[src/include/t1_rx_sig_pkg.sv]
/*
  constants and carrier types for the receive signaling / system highway
  block. assumes a single 100 MHz clock domain on the logic side.
*/
package t1_rx_sig_pkg;
  // ----------------------------------------------------------------
  // geometry
  // ----------------------------------------------------------------
  localparam int        NUM_CH        = 24;
  localparam int        RX_FIFO_DEPTH = 64;
  localparam logic [8:0] BITS_2M      = 9'h100;
  localparam logic [8:0] BITS_1M5     = 9'h0c1;
  localparam logic [4:0] MODE0_GAP    = 5'h04;
  localparam logic [4:0] MODE1_LAST   = 5'h18;
  // ----------------------------------------------------------------
  // multiframe positions
  // ----------------------------------------------------------------
  localparam logic [6:0] ROB_PERIOD   = 7'h06;
  localparam logic [6:0] ESF_MF_LEN   = 7'h18;
  localparam logic [6:0] F12_MF_LEN   = 7'h0c;
  localparam logic [6:0] DL_FIRST     = 7'h1a;
  localparam logic [6:0] DL_LAST      = 7'h48;
  localparam logic [6:0] DL_REG_FRAME = 7'h18;
  // ----------------------------------------------------------------
  // hdlc / message constants
  // ----------------------------------------------------------------
  localparam logic [7:0]  FLAG_BYTE    = 8'h7e;
  localparam logic [7:0]  GROUP_ADDR_A = 8'hfe;
  localparam logic [7:0]  GROUP_ADDR_B = 8'hfc;
  localparam logic [7:0]  CR_MASK      = 8'hfd;
  localparam logic [15:0] CRC_INIT     = 16'hffff;
  localparam logic [15:0] CRC_POLY     = 16'h8408;
  localparam logic [15:0] CRC_RESIDUE  = 16'hf0b8;
  localparam logic [3:0]  ZERO_DEL_ONES = 4'h5;
  localparam logic [3:0]  ABORT_ONES   = 4'h7;
  localparam logic [3:0]  BOM_ONES     = 4'h8;
  localparam logic [14:0] BOM_MASK     = 15'h7f81;
  localparam logic [14:0] BOM_PATTERN  = 15'h7f00;
  // ----------------------------------------------------------------
  // fifo word kinds
  // ----------------------------------------------------------------
  localparam logic [1:0] KIND_DATA = 2'h0;
  localparam logic [1:0] KIND_END  = 2'h1;
  localparam logic [1:0] KIND_BOM  = 2'h2;
  localparam logic [1:0] KIND_DL   = 2'h3;

  typedef struct packed {
    logic [4:0] ch;
    logic [6:0] frame;
    logic [7:0] data;
  } line_byte_t;

  typedef struct packed {
    logic [6:0] frame;
    logic       bit_val;
  } fbit_t;

  typedef struct packed {
    logic [1:0] kind;
    logic [7:0] data;
  } fifo_word_t;

  typedef enum logic [2:0] {
    HUNT  = 3'b001,
    FRAME = 3'b010,
    BIT_ORIENTED_MESSAGE   = 3'b100
  } rx_state_t;
endpackage

[src/rtl/t1_rx_signaling_highway.sv]
/*
  receive signaling controller and receive system highway, plus its
  signaling fifo. assumes line bytes and f-bits arrive from framer logic
  on sys_clk; highway clock and sync pulse arrive as asynchronous pins.
*/
`timescale 1ns/1ps

module rx_sig_fifo #(
  parameter int WIDTH = 10,
  parameter int DEPTH = 4
) (
  input  wire logic             sys_clk,
  input  wire logic             rst,
  input  wire logic             in_valid,
  output      logic             in_ready,
  input  wire logic [WIDTH-1:0] in_data,
  output      logic             out_valid,
  input  wire logic             out_ready,
  output      logic [WIDTH-1:0] out_data
);
  localparam int AW = $clog2(DEPTH);
  logic [WIDTH-1:0] mem [DEPTH];
  logic [AW-1:0]    wr_r, rd_r, wr_nxt, rd_nxt;
  logic [AW:0]      cnt_r, cnt_nxt;
  logic             push, pop;

  assign in_ready  = (cnt_r != (AW+1)'(DEPTH));
  assign out_valid = (cnt_r != '0);
  assign push      = in_valid && in_ready;
  assign pop       = out_valid && out_ready;
  assign out_data  = mem[rd_r];

  always_comb begin
    wr_nxt  = push ? AW'(wr_r + 1'b1) : wr_r;
    rd_nxt  = pop ? AW'(rd_r + 1'b1) : rd_r;
    cnt_nxt = cnt_r + (AW+1)'(push) - (AW+1)'(pop);
  end

  always_ff @(posedge sys_clk) begin
    if (rst) begin
      wr_r  <= '0;
      rd_r  <= '0;
      cnt_r <= '0;
    end else begin
      wr_r  <= wr_nxt;
      rd_r  <= rd_nxt;
      cnt_r <= cnt_nxt;
    end
    if (push) begin
      mem[wr_r] <= in_data;
    end
  end
endmodule

module t1_rx_signaling_highway #(
  parameter int FIFO_DEPTH = t1_rx_sig_pkg::RX_FIFO_DEPTH
) (
  input  wire logic                       sys_clk,
  input  wire logic                       rst,
  input  wire logic                       line_valid,
  output      logic                       line_ready,
  input  wire t1_rx_sig_pkg::line_byte_t  line_in,
  input  wire logic                       fbit_valid,
  input  wire t1_rx_sig_pkg::fbit_t       fbit_in,
  input  wire logic                       rx_system_clock,
  input  wire logic                       rx_sync_pulse_n,
  input  wire logic [4:0]                 rx_offset_high,
  input  wire logic [2:0]                 rx_offset_low,
  input  wire logic                       rx_clock_rate_sel,
  input  wire logic                       translation_mode,
  input  wire logic                       frame_marker_enable,
  input  wire logic                       alarm_ones_insert,
  input  wire logic                       esf_format,
  input  wire logic                       f72_format,
  input  wire logic                       sig_fix_enable,
  input  wire logic                       sig_fix_level,
  input  wire logic                       frame_align_lost,
  input  wire logic                       multiframe_align_lost,
  input  wire logic                       signal_lost,
  input  wire logic                       rx_slip,
  input  wire logic                       hdlc_rx_enable,
  input  wire logic                       bom_rx_enable,
  input  wire logic                       bom_rx_mode_sel,
  input  wire logic                       transparent_mode,
  input  wire logic                       addr_check_enable,
  input  wire logic [7:0]                 high_addr_value_a,
  input  wire logic [7:0]                 high_addr_value_b,
  input  wire logic [23:0]                rx_slot_select,
  output      logic                       rx_data_out,
  output      logic                       rx_signaling_out,
  output      logic                       rx_frame_marker,
  output      logic                       freeze_output,
  output      logic                       signaling_change_irq,
  output      logic [95:0]                rx_signaling_regs,
  output      logic [23:0]                dl_regs,
  output      logic                       fifo_out_valid,
  input  wire logic                       fifo_out_ready,
  output      t1_rx_sig_pkg::fifo_word_t  fifo_out
);
  // ----------------------------------------------------------------
  // line side: frame store, robbed-bit signaling, freeze
  // ----------------------------------------------------------------
  logic [7:0]  frame_store [t1_rx_sig_pkg::NUM_CH];
  logic [3:0]  sig_stage   [t1_rx_sig_pkg::NUM_CH];
  logic [3:0]  sig_reg     [t1_rx_sig_pkg::NUM_CH];
  logic [7:0]  fsdl_r;
  logic        slip_hold_r, slip_hold_nxt, chg_r, chg_nxt;
  logic        commit_r, commit_nxt;
  logic        rob_frame, mf_end, lb_take;
  logic [6:0]  mf_len;
  logic [1:0]  rob_idx;
  logic [4:0]  ch_idx;
  logic        diff;

  assign lb_take   = line_valid && line_ready;
  assign ch_idx    = 5'(line_in.ch - 5'h01);
  assign mf_len    = esf_format ? t1_rx_sig_pkg::ESF_MF_LEN
                                : t1_rx_sig_pkg::F12_MF_LEN;
  assign rob_frame = (line_in.frame % t1_rx_sig_pkg::ROB_PERIOD) == 7'h00;
  assign rob_idx   = 2'((line_in.frame / t1_rx_sig_pkg::ROB_PERIOD) - 7'h01)
                     & (esf_format ? 2'h3 : 2'h1);
  assign mf_end    = (line_in.frame % mf_len) == 7'h00
                     && line_in.ch == 5'(t1_rx_sig_pkg::NUM_CH);
  assign freeze_output = frame_align_lost || multiframe_align_lost
                         || signal_lost || slip_hold_r;
  assign signaling_change_irq = chg_r;

  always_comb begin
    diff = 1'b0;
    for (int i = 0; i < t1_rx_sig_pkg::NUM_CH; i++) begin
      if (sig_stage[i] != sig_reg[i]) begin
        diff = 1'b1;
      end
    end
    slip_hold_nxt = rx_slip || (slip_hold_r && !(lb_take && mf_end));
    // commit a cycle late so the last robbed bit is in the stage
    commit_nxt = lb_take && mf_end && !freeze_output;
    chg_nxt = commit_r && !freeze_output && diff;
  end

  always_ff @(posedge sys_clk) begin
    if (rst) begin
      slip_hold_r <= 1'b0;
      chg_r       <= 1'b0;
      commit_r    <= 1'b0;
    end else begin
      slip_hold_r <= slip_hold_nxt;
      chg_r       <= chg_nxt;
      commit_r    <= commit_nxt;
    end
    if (lb_take) begin
      frame_store[ch_idx] <= line_in.data;
      if (rob_frame) begin
        sig_stage[ch_idx][3-rob_idx] <= line_in.data[0];
      end
    end
    if (fbit_valid) begin
      fsdl_r <= {fsdl_r[6:0], fbit_in.bit_val};
    end
  end

  genvar g;
  generate
    for (g = 0; g < t1_rx_sig_pkg::NUM_CH; g++) begin : g_sig
      always_ff @(posedge sys_clk) begin
        if (rst) begin
          sig_reg[g] <= 4'h0;
        end else if (commit_r && !freeze_output) begin
          sig_reg[g] <= sig_stage[g];
        end
      end
      assign rx_signaling_regs[4*g +: 4] = sig_reg[g];
    end
  endgenerate

  // ----------------------------------------------------------------
  // system highway timing
  // ----------------------------------------------------------------
  logic [2:0] clk_s, syp_s;
  logic       tick, sync_hit;
  logic [8:0] pos_r, pos_nxt, frame_len, offset;
  logic       dout_r, dout_nxt, sout_r, sout_nxt, fm_r, fm_nxt;
  logic       is_fs, idle;
  logic [4:0] slot, chan;
  logic [2:0] bitn;
  logic [3:0] abcd;

  assign tick      = clk_s[2] && !clk_s[1];
  assign sync_hit  = syp_s[2] && !syp_s[1];
  assign frame_len = rx_clock_rate_sel ? t1_rx_sig_pkg::BITS_2M
                                       : t1_rx_sig_pkg::BITS_1M5;
  assign offset    = 9'({rx_offset_high, rx_offset_low}) % frame_len;
  assign rx_data_out      = dout_r;
  assign rx_signaling_out = sout_r;
  assign rx_frame_marker  = fm_r;

  always_comb begin
    is_fs = 1'b0;
    idle  = 1'b0;
    slot  = 5'h00;
    chan  = 5'h00;
    bitn  = 3'h0;
    if (rx_clock_rate_sel) begin
      slot = pos_r[7:3];
      bitn = pos_r[2:0];
      is_fs = (slot == 5'h00);
      if (translation_mode) begin
        idle = slot > t1_rx_sig_pkg::MODE1_LAST;
        chan = slot;
      end else begin
        idle = (slot % t1_rx_sig_pkg::MODE0_GAP) == 5'h00;
        chan = 5'(slot - slot / t1_rx_sig_pkg::MODE0_GAP);
      end
    end else begin
      is_fs = (pos_r == 9'h000);
      chan  = 5'((pos_r - 9'h001) / 9'h008 + 9'h001);
      bitn  = 3'(pos_r - 9'h001);
    end
    abcd = (chan != 5'h00 && !idle) ? sig_reg[5'(chan - 5'h01)] : 4'hf;
    if (!esf_format) begin
      abcd[1:0] = abcd[3:2];
    end
    if (sync_hit) begin
      pos_nxt = 9'((frame_len - offset) % frame_len);
    end else if (tick) begin
      pos_nxt = (pos_r == frame_len - 9'h001) ? 9'h000 : pos_r + 9'h001;
    end else begin
      pos_nxt = pos_r;
    end
    dout_nxt = dout_r;
    sout_nxt = sout_r;
    fm_nxt   = fm_r;
    if (tick) begin
      fm_nxt = frame_marker_enable && (pos_r == offset);
      if (alarm_ones_insert) begin
        dout_nxt = 1'b1;
        sout_nxt = 1'b1;
      end else if (is_fs) begin
        dout_nxt = rx_clock_rate_sel ? fsdl_r[3'h7 - bitn] : fsdl_r[0];
        sout_nxt = dout_nxt;
      end else if (idle) begin
        dout_nxt = 1'b1;
        sout_nxt = 1'b1;
      end else begin
        dout_nxt = frame_store[5'(chan - 5'h01)][3'h7 - bitn];
        if (bitn[2]) begin
          sout_nxt = abcd[2'h3 - bitn[1:0]];
        end else begin
          sout_nxt = sig_fix_enable ? sig_fix_level : dout_nxt;
        end
      end
    end
  end

  always_ff @(posedge sys_clk) begin
    if (rst) begin
      clk_s  <= 3'h0;
      syp_s  <= 3'h7;
      pos_r  <= 9'h000;
      dout_r <= 1'b1;
      sout_r <= 1'b1;
      fm_r   <= 1'b0;
    end else begin
      clk_s  <= {clk_s[1:0], rx_system_clock};
      syp_s  <= {syp_s[1:0], rx_sync_pulse_n};
      pos_r  <= pos_nxt;
      dout_r <= dout_nxt;
      sout_r <= sout_nxt;
      fm_r   <= fm_nxt;
    end
  end

  // ----------------------------------------------------------------
  // signaling controller bit engine
  // ----------------------------------------------------------------
  t1_rx_sig_pkg::rx_state_t st_r, st_nxt;
  t1_rx_sig_pkg::fifo_word_t push_word;
  logic [7:0]  sh_r, sh_nxt, hist_r, hist_nxt, db_r, db_nxt;
  logic [3:0]  shn_r, shn_nxt, ones_r, ones_nxt, dbn_r, dbn_nxt;
  logic [15:0] crc_r, crc_nxt;
  logic [14:0] bom_r, bom_nxt;
  logic [5:0]  bomv_r, bomv_nxt;
  logic        first_r, first_nxt, addr_ok;
  logic        push, push_ready, bit_v, step;
  logic [7:0]  dl_acc_r, dl_acc_nxt;
  logic [2:0]  dl_n_r, dl_n_nxt;
  logic        dl_push_r, dl_push_nxt;
  logic [23:0] dl_sh_r, dl_sh_nxt, dl_regs_nxt;

  function automatic logic [15:0] crc_byte(logic [15:0] c, logic [7:0] d);
    logic [15:0] r;
    r = c;
    for (int i = 0; i < 8; i++) begin
      r = (r[0] ^ d[i]) ? ((r >> 1) ^ t1_rx_sig_pkg::CRC_POLY) : (r >> 1);
    end
    return r;
  endfunction

  assign line_ready = (shn_r == 4'h0) && push_ready && !dl_push_r;
  assign step       = (shn_r != 4'h0) && push_ready && !dl_push_r;
  assign bit_v      = sh_r[7];

  always_comb begin
    sh_nxt = sh_r;
    shn_nxt = shn_r;
    st_nxt = st_r;
    hist_nxt = hist_r;
    ones_nxt = ones_r;
    db_nxt = db_r;
    dbn_nxt = dbn_r;
    crc_nxt = crc_r;
    bom_nxt = bom_r;
    bomv_nxt = bomv_r;
    first_nxt = first_r;
    push = 1'b0;
    push_word = '{kind: t1_rx_sig_pkg::KIND_DATA, data: 8'h00};
    addr_ok = 1'b0;
    if (lb_take && rx_slot_select[ch_idx]) begin
      if (transparent_mode) begin
        push = 1'b1;
        push_word.data = line_in.data;
      end else if (hdlc_rx_enable || bom_rx_enable) begin
        sh_nxt = line_in.data;
        shn_nxt = 4'h8;
      end
    end else if (step) begin
      sh_nxt = {sh_r[6:0], 1'b0};
      shn_nxt = shn_r - 4'h1;
      hist_nxt = {hist_r[6:0], bit_v};
      ones_nxt = bit_v ? ((ones_r == 4'hf) ? ones_r : ones_r + 4'h1) : 4'h0;
      if (hist_nxt == t1_rx_sig_pkg::FLAG_BYTE) begin
        if (st_r == t1_rx_sig_pkg::FRAME && !first_r) begin
          push = 1'b1;
          push_word.kind = t1_rx_sig_pkg::KIND_END;
          push_word.data = {7'h00, crc_r == t1_rx_sig_pkg::CRC_RESIDUE};
        end
        st_nxt = hdlc_rx_enable ? t1_rx_sig_pkg::FRAME
                                : t1_rx_sig_pkg::BIT_ORIENTED_MESSAGE;
        crc_nxt = t1_rx_sig_pkg::CRC_INIT;
        dbn_nxt = 4'h0;
        first_nxt = 1'b1;
      end else if (ones_nxt >= t1_rx_sig_pkg::BOM_ONES && bom_rx_enable) begin
        st_nxt = t1_rx_sig_pkg::BIT_ORIENTED_MESSAGE;
        bom_nxt = {bom_r[13:0], bit_v};
      end else if (ones_nxt >= t1_rx_sig_pkg::ABORT_ONES
                   && st_r == t1_rx_sig_pkg::FRAME) begin
        st_nxt = t1_rx_sig_pkg::HUNT;
      end else if (st_r == t1_rx_sig_pkg::BIT_ORIENTED_MESSAGE) begin
        bom_nxt = {bom_r[13:0], bit_v};
        if ((bom_nxt & t1_rx_sig_pkg::BOM_MASK)
            == t1_rx_sig_pkg::BOM_PATTERN) begin
          bomv_nxt = bom_nxt[6:1];
          push = !bom_rx_mode_sel || (bom_nxt[6:1] == bomv_r);
          push_word.kind = t1_rx_sig_pkg::KIND_BOM;
          push_word.data = {2'h0, bom_nxt[6:1]};
          bom_nxt = 15'h0000;
        end
      end else if (st_r == t1_rx_sig_pkg::FRAME) begin
        if (!(ones_r == t1_rx_sig_pkg::ZERO_DEL_ONES && !bit_v)) begin
          db_nxt = {bit_v, db_r[7:1]};
          dbn_nxt = dbn_r + 4'h1;
          if (dbn_r == 4'h7) begin
            dbn_nxt = 4'h0;
            crc_nxt = crc_byte(crc_r, db_nxt);
            first_nxt = 1'b0;
            addr_ok = !addr_check_enable
              || (db_nxt & t1_rx_sig_pkg::CR_MASK)
                 == (t1_rx_sig_pkg::GROUP_ADDR_A & t1_rx_sig_pkg::CR_MASK)
              || (db_nxt & t1_rx_sig_pkg::CR_MASK)
                 == (t1_rx_sig_pkg::GROUP_ADDR_B & t1_rx_sig_pkg::CR_MASK)
              || (db_nxt & t1_rx_sig_pkg::CR_MASK)
                 == (high_addr_value_a & t1_rx_sig_pkg::CR_MASK)
              || (db_nxt & t1_rx_sig_pkg::CR_MASK)
                 == (high_addr_value_b & t1_rx_sig_pkg::CR_MASK);
            if (first_r && !addr_ok) begin
              st_nxt = t1_rx_sig_pkg::HUNT;
            end else begin
              push = 1'b1;
              push_word.data = db_nxt;
            end
          end
        end
      end
    end
    // f72 data link: registers per multiframe, later bits to the fifo
    dl_acc_nxt = dl_acc_r;
    dl_n_nxt = dl_n_r;
    dl_sh_nxt = dl_sh_r;
    dl_regs_nxt = dl_regs;
    dl_push_nxt = dl_push_r && !push_ready;
    if (fbit_valid && f72_format) begin
      dl_sh_nxt = {dl_sh_r[22:0], fbit_in.bit_val};
      if (fbit_in.frame == t1_rx_sig_pkg::DL_REG_FRAME) begin
        dl_regs_nxt = dl_sh_nxt;
      end
      if (fbit_in.frame >= t1_rx_sig_pkg::DL_FIRST
          && fbit_in.frame <= t1_rx_sig_pkg::DL_LAST) begin
        dl_acc_nxt = {dl_acc_r[6:0], fbit_in.bit_val};
        dl_n_nxt = dl_n_r + 3'h1;
        dl_push_nxt = (dl_n_r == 3'h7) || dl_push_nxt;
      end
    end
  end

  always_ff @(posedge sys_clk) begin
    if (rst) begin
      st_r <= t1_rx_sig_pkg::HUNT;
      sh_r <= 8'h00;
      shn_r <= 4'h0;
      hist_r <= 8'h00;
      ones_r <= 4'h0;
      db_r <= 8'h00;
      dbn_r <= 4'h0;
      crc_r <= t1_rx_sig_pkg::CRC_INIT;
      bom_r <= 15'h0000;
      bomv_r <= 6'h00;
      first_r <= 1'b1;
      dl_acc_r <= 8'h00;
      dl_n_r <= 3'h0;
      dl_push_r <= 1'b0;
      dl_sh_r <= 24'h000000;
      dl_regs <= 24'h000000;
    end else begin
      st_r <= st_nxt;
      sh_r <= sh_nxt;
      shn_r <= shn_nxt;
      hist_r <= hist_nxt;
      ones_r <= ones_nxt;
      db_r <= db_nxt;
      dbn_r <= dbn_nxt;
      crc_r <= crc_nxt;
      bom_r <= bom_nxt;
      bomv_r <= bomv_nxt;
      first_r <= first_nxt;
      dl_acc_r <= dl_acc_nxt;
      dl_n_r <= dl_n_nxt;
      dl_push_r <= dl_push_nxt;
      dl_sh_r <= dl_sh_nxt;
      dl_regs <= dl_regs_nxt;
    end
  end

  // ----------------------------------------------------------------
  // receive fifo
  // ----------------------------------------------------------------
  t1_rx_sig_pkg::fifo_word_t fifo_in;
  assign fifo_in = dl_push_r ? t1_rx_sig_pkg::fifo_word_t'{
                     kind: t1_rx_sig_pkg::KIND_DL, data: dl_acc_r}
                   : push_word;

  rx_sig_fifo #(
    .WIDTH ($bits(t1_rx_sig_pkg::fifo_word_t)),
    .DEPTH (FIFO_DEPTH)
  ) u_fifo (
    .sys_clk   (sys_clk),
    .rst       (rst),
    .in_valid  (push || dl_push_r),
    .in_ready  (push_ready),
    .in_data   (fifo_in),
    .out_valid (fifo_out_valid),
    .out_ready (fifo_out_ready),
    .out_data  (fifo_out)
  );
endmodule

[config.mk]
export PLATFORM = sky130hd
export DESIGN_NAME = t1_rx_signaling_highway
export DESIGN_NICKNAME = d
export VERILOG_FILES = /design/src/include/t1_rx_sig_pkg.sv /design/src/rtl/t1_rx_signaling_highway.sv
export SDC_FILE = /design/constraint.sdc
export NUM_CORES = 2
export LEC_CHECK = 0
export BUFFER_PORTS_ARGS = -buffer_cell sky130_fd_sc_hd__buf_2
export CAP_MARGIN = 20
export CORE_UTILIZATION = 62
export DETAILED_ROUTE_END_ITERATION = 10
export PLACE_DENSITY = 0.8
export SETUP_SLACK_MARGIN = 0.4
export SLEW_MARGIN = 15
export SYNTH_ARGS = -nofsm -noshare
export SYNTH_HDL_FRONTEND = slang
export SYNTH_SLANG_ARGS = --single-unit
[constraint.sdc]
create_clock -name sys_clk -period 11.7 [get_ports sys_clk]
set_input_delay 0.585 -clock sys_clk [delete_from_list [all_inputs] [get_ports sys_clk]]
set_output_delay 0.585 -clock sys_clk [all_outputs]
set_load 0.1 [all_outputs]
# --- After elaboration in Yosys (flattened, before gate mapping) ---
# Memory sizes are Yosys's and may differ from the RTL's. A register that Yosys moved wholly into a read port is not among the register bits.
# Cells that the tools add are included.
op_classes:
  add_sub_neg: 20
  div_mod_pow: 5
  order_cmp: 10
  eq_ne: 51
  muxes: 178
  bitwise_logic: 47
  n_reduce_logical: 78
ops:
  columns: ["op", "count"]
  rows:
  - ["$mux 16", 15]
  - ["$mux 4", 39]
  - ["$ne 4x4->1", 24]
  - ["$mux 8", 11]
  - ["$mux 1", 74]
  - ["$mux 10", 6]
  - ["$mux 14", 4]
  - ["$mux 9", 5]
  - ["$ge 32x1->1 const B", 1]
  - ["$lt 32x3->1 const B", 1]
  - ["$mux 3", 10]
  - ["$logic_and 1x1->1", 27]
  - ["$not 2->3", 8]
  - ["$or 1x1->1", 24]
  - ["$reduce_and 7->1", 3]
  - ["$eq 9x9->1", 2]
  - ["$eq 16x16->1 const B", 1]
  - ["$reduce_and 8->1", 2]
  - ["$reduce_bool 4->1", 4]
  - ["$mux 5", 3]
  - ["$eq 7x7->1", 2]
  - ["$logic_not 7->1", 2]
  - ["$add 6x1->6 const B", 2]
  - ["$logic_not 1->1", 12]
  - ["62 further kinds", 107]
word_totals:
  ff_bits: 182
  ramBits: 1024
  wordCells: 422
  memories: 4
mem_list:
  columns: ["name", "depth", "word_bits", "read_ports", "rd_clocked_by_memory_dff", "wr", "line", "text"]
  rows:
  - ["u_fifo.mem", 64, 10, 1, 1, 1, "t1_rx_signaling_highway.sv:22", "logic [WIDTH-1:0] mem [DEPTH];"]
  - ["frame_store", 24, 8, 1, 0, 1, "t1_rx_signaling_highway.sv:103", "logic [7:0] frame_store [t1_rx_sig_pkg::NUM_CH];"]
  - ["sig_reg", 24, 4, 25, 0, 24, "t1_rx_signaling_highway.sv:105", "logic [3:0] sig_reg [t1_rx_sig_pkg::NUM_CH];"]
  - ["sig_stage", 24, 4, 24, 0, 1, "t1_rx_signaling_highway.sv:104", "logic [3:0] sig_stage [t1_rx_sig_pkg::NUM_CH];"]

# --- Logic depth before layout (Yosys ltp) ---
# An unclocked memory read counts as a cell.
logic_depth:
  depth_word: 27
  ltp_mapped: 50
  mapped_depth_nobuf: 48

# --- Cells and area by module ---
# Synthesis repeated with hierarchy kept, for this count alone.
unflattened:
  hier_cells: 3573
  hier_area_um2: 53196.0
modules_own_cells:
  columns: ["module", "instances", "cells_each", "area_each_um2", "seq_area_each_um2"]
  rows:
  - ["t1_rx_signaling_highway", 1, 2334, 27323.7, 14854.2]
  - ["rx_sig_fifo", 1, 1239, 25872.3, 19718.9]

# --- Worst setup path before layout ---
# OpenSTA, ideal clock, no wires.
synth_timing:
  kind: "input port to flip-flop"
  from: "input port rx_offset_low[2]"
  to: "register pos_r[0]"
  setup_ps: 103
  arrival_time_ps: 10250
  setup_slack_ps: 1346
  cell_stages: 43
  n_path_buf: 1
  cell_sequence: "ha_1 or4bb_1 or4_1 inv_1 ha_1 nand3b_1 nor3_1 a21oi_1 nand2_1 mux2_2 ha_1 nand2_1 nand2_1 a21oi_1 o21ai_2 nor2_1 mux2i_1 inv_1 [... 7 more ...] ha_1 nand2_1 nor4_1 nand3_1 nor3_1 o21ai_0 ha_1 a22o_1 a2111oi_2 a31oi_2 mux2_2 ha_1 and3_1 a211oi_1 and3_1 buf_6 mux2_4 a2111oi_2"
synth_via:
  elab_chain_cells: 4
synth_lines:
  columns: ["element", "line", "text"]
  rows:
  - ["from (decl)", "t1_rx_signaling_highway.sv:68", "input wire logic [2:0] rx_offset_low,"]
  - ["$mod 8x9->9", "t1_rx_signaling_highway.sv:192", "assign offset = 9'({rx_offset_high, rx_offset_low}) % frame_len;"]
  - ["$sub 9x9->9", "t1_rx_signaling_highway.sv:224", "pos_nxt = 9'((frame_len - offset) % frame_len);"]
  - ["$mod 9x9->9", "t1_rx_signaling_highway.sv:224", null]
  - ["$mux 9", "t1_rx_signaling_highway.sv:223", "if (sync_hit) begin"]
  - ["to (signal assigned)", "t1_rx_signaling_highway.sv:266", "pos_r <= pos_nxt;"]
  - ["to (decl)", "t1_rx_signaling_highway.sv:181", "logic [8:0] pos_r, pos_nxt, frame_len, offset;"]
# No other way between the ends.
# A chain may end at the register's enable or synchronous reset.

# --- Worst setup path in the final report ---
# Same ends and word-level chain as after synthesis.

==> results.json <==
{
  "pwr-share-clk_pct": 34.8,
  "first_iter_violations": 4167,
  "crit_buf_inv": 3,
  "cpMaxStageDelayCell": "or4bb_1",
  "reg_top3": "u_fifo.mem x640, frame_store x192",
  "synth_top_family_by_area": "multiplexers",
  "design.core.area_sq_mm": 0.0840,
  "overflow": 0,
  "fp.dieW_microns": 294,
  "arrival_ns": 11.05,
  "slew-limit-headroom_pct": 21.9,
  "layout_min_cycle_time_ns": 10.50,
  "combPwrFrac_pct": 22.0,
  "ys_seq_elements": 1211,
  "yosysSeqAreaShare_pct": 65.4,
  "p_sw_share_pct": 29.0,
  "vias": 32800,
  "wl_per_cell_microns": 28.0,
  "die_h_microns": 294,
  "setup_viol": 0,
  "worst_setup_path_start_kind": "input port",
  "yosysWarnings": 0,
  "rsz0062_at_grt": "no",
  "cts_made_buffers": 115,
  "multi_input_comb_area_sq_mm": 0.0176,
  "clkTransAtPathRegs_ns": 0.06,
  "finClkSkew_ns": 0.0834,
  "largest_register_ffs": 640,
  "place_worst_setup_slack_ns": 0.337,
  "grt_pass1_wl_mm": 205,
  "hpwl_mm": 81.9,
  "cts_sinks": 1211,
  "synth-xor-area-share_pct": 3.69,
  "cts_tree": "built",
  "antenna_found_initial": 2,
  "crit_type": "in2reg",
  "hold_class": "in2reg",
  "hold_violations": 0,
  "start_util_pct": 62.9,
  "io_pins": 237,
  "intPower_w": 0.00794,
  "slowest_delay_ns": 0.59,
  "final_cell_mix": "edfxtp_1 (1,032), nor2_1 (333), mux4_2 (304)",
  "setup_ws_ns": 1.20,
  "port_buffers": 234,
  "p_sw_w": 0.00324,
  "fin_util_pct": 70.6,
  "clockRootBuffer": "clkbuf_16",
  "fillers": 5036,
  "dominantRegCellSynth": "edfxtp_1",
  "async_flop_share_pct": 0,
  "synth.mux.area_fraction_pct": 14.2,
  "drive_gt1_share_pct": 22.3,
  "grt_pass1_vias": 32100,
  "powerDensity_mw_per_mm2": 189,
  "top_register": "u_fifo.mem",
  "routed_wl_mm": 138,
  "finalCritPeriodShare_pct": 89.7,
  "tns_ns": 0,
  "drc_errors": 0,
  "path_common_cell": "ha_1",
  "power_leakage_nw": 19.6,
  "grt_max_degree": 123,
  "dieArea_sq_mm": 0.0864,
  "drv_slew": 0,
  "htree_levels": 3,
  "max_freq_ghz": 0.0953,
  "postSynthCellCount": 3456,
  "cpLargestDelayFamily": "simple AND/OR/NAND/NOR gates",
  "gp_congestion": 0.909,
  "cp_max_fo": 7,
  "maxCapViolations": 0,
  "synthesis.area_sq_mm": 0.0528,
  "yosysUniqueCellTypes": 92,
  "cts_buffer_depth": 3,
  "seqPwrFrac_pct": 43.2,
  "worstSkewPairLatency_ns": 0.74,
  "synth_edf_count": 1032,
  "synth-simple-area-share_pct": 8.71,
  "synthesis.nets": 3626,
  "grtUsageTotal_pct": 32.1,
  "nNetsFinal": 3855,
  "cp-end-kind": "flop",
  "synthAdderAreaFrac_pct": 1.69,
  "area_growth_pct": 12.2,
  "tightest_slew_ns": 1.17,
  "firstDrtPassIters": 9,
  "status": "finished clean",
  "crit_required_ns": 12.25,
  "register_area_sq_mm": 0.0346,
  "viasPerCell": 6.66,
  "antenna_left": 0,
  "avgSynthCellArea_sq_um": 15.3,
  "rows": 106,
  "peakVddDrop_uv": 150,
  "final_common_cell": "edfxtp_1",
  "synth_compound_area_share_pct": 4.66
}
[worst register-to-register path, stage by stage (launching register included)]
cell and delay [ns]:
dfxtp_1 0.34, inv_1 0.06, ha_1 0.18, nand2_1 0.09, nor4b_2 0.05, buf_4 0.18
nor3_1 0.78, nand2_1 0.90, a2111oi_2 0.49, buf_4 0.30, and2_1 0.29, a2111oi_0 0.14
buf_1 0.21, nor2_1 0.77, and2_1 0.36, nand3_1 0.64, nor2_1 1.08
[cell type report]
class                   instances  share of cell area, %
clock inverters                64                   1.34
inverters                      47                  0.302
diodes                          1                0.00422
flip-flops and latches       1211                   58.3
clock buffers                 152                   5.27
multi-input cells            2023                   29.7
repair buffers                287                   2.70
well taps                    1134                   2.39
[Yosys cell counts, drive strengths merged, types with 33 or more instances]
cell type	n	area share, %
edfxtp	1032	59
nor2	336	2.4
mux4	304	13
nand2	289	2.1
dfxtp	179	6.8
a21oi	151	1.4
xnor2	137	2.3
clkbuf	133	0.94
and2	108	1.3
xor2	83	1.4
ha	68	1.6
mux2i	54	1.0
inv	47	0.33
o21ai	47	0.45
nand3	43	0.41
buf	42	0.33
nor4	36	0.43
nand4	35	0.41
nor3	33	0.32
[power by group through the flow]
stage | Combinational [W] | Clock [W] | Sequential [W]
after floorplan | 0.00174 | 0 | 0.00495
after global placement | 0.00234 | 0 | 0.00492
after detailed placement | 0.00238 | 0 | 0.00492
after CTS | 0.00244 | 0.00390 | 0.00484
after global routing | 0.00259 | 0.00405 | 0.00484
final | 0.00246 | 0.00389 | 0.00484
[cells by family after synthesis]
group           Yosys count
flops                  1211
simple gates            988
other cells               1
compound gates          375
mux                     368
fa+ha+maj                70
buf+inv                 222
xor+xnor                221
[per-layer routing]
layer | routed length, microns | track usage (%)
met1 | 50600 | 44.0
met2 | 66900 | 51.9
met3 | 14500 | 5.69
met4 | 5530 | 12.0
met5 | 7 | 0
[worst paths after layout]
kind / start / end / slack, ns / depth (start not counted)
min reg2reg: syp_s[0]$_SDFF_PP1_ / syp_s[1]$_SDFF_PP1_ / 0.42 / 1
max: rx_offset_low[2] / pos_r[0]$_SDFFE_PP0P_ / 1.20 / 44
max reg2reg: u_fifo.cnt_r[5]$_SDFF_PP0_ / u_fifo.mem[31][3]$_DFFE_PP_ / 4.39 / 16
min: rx_slip / slip_hold_r$_SDFF_PP0_ / 0.09 / 3
[per-stage QoR]
stage               instances  power [W]  area [sq um]  hold slack [ns]
floorplan                3456    0.00668         52800            0.389
global placement         4693    0.00726         55200            0.395
detailed placement       4695    0.00731         55200            0.398
CTS                      4911     0.0112         59200           0.0723
global route             4919     0.0115         59300           0.0956
finish                   4919     0.0112         59300           0.0882
[timing repair]
item / in CTS / in global routing
endpoints found under the hold margin: 0 / 0
gates resized for setup: 0 / 13
buffers inserted: 0 / 3
hold buffers: 0 / 0
setup endpoints to repair: 0 / 9
Note: power is estimated with default switching activity, not from simulation.
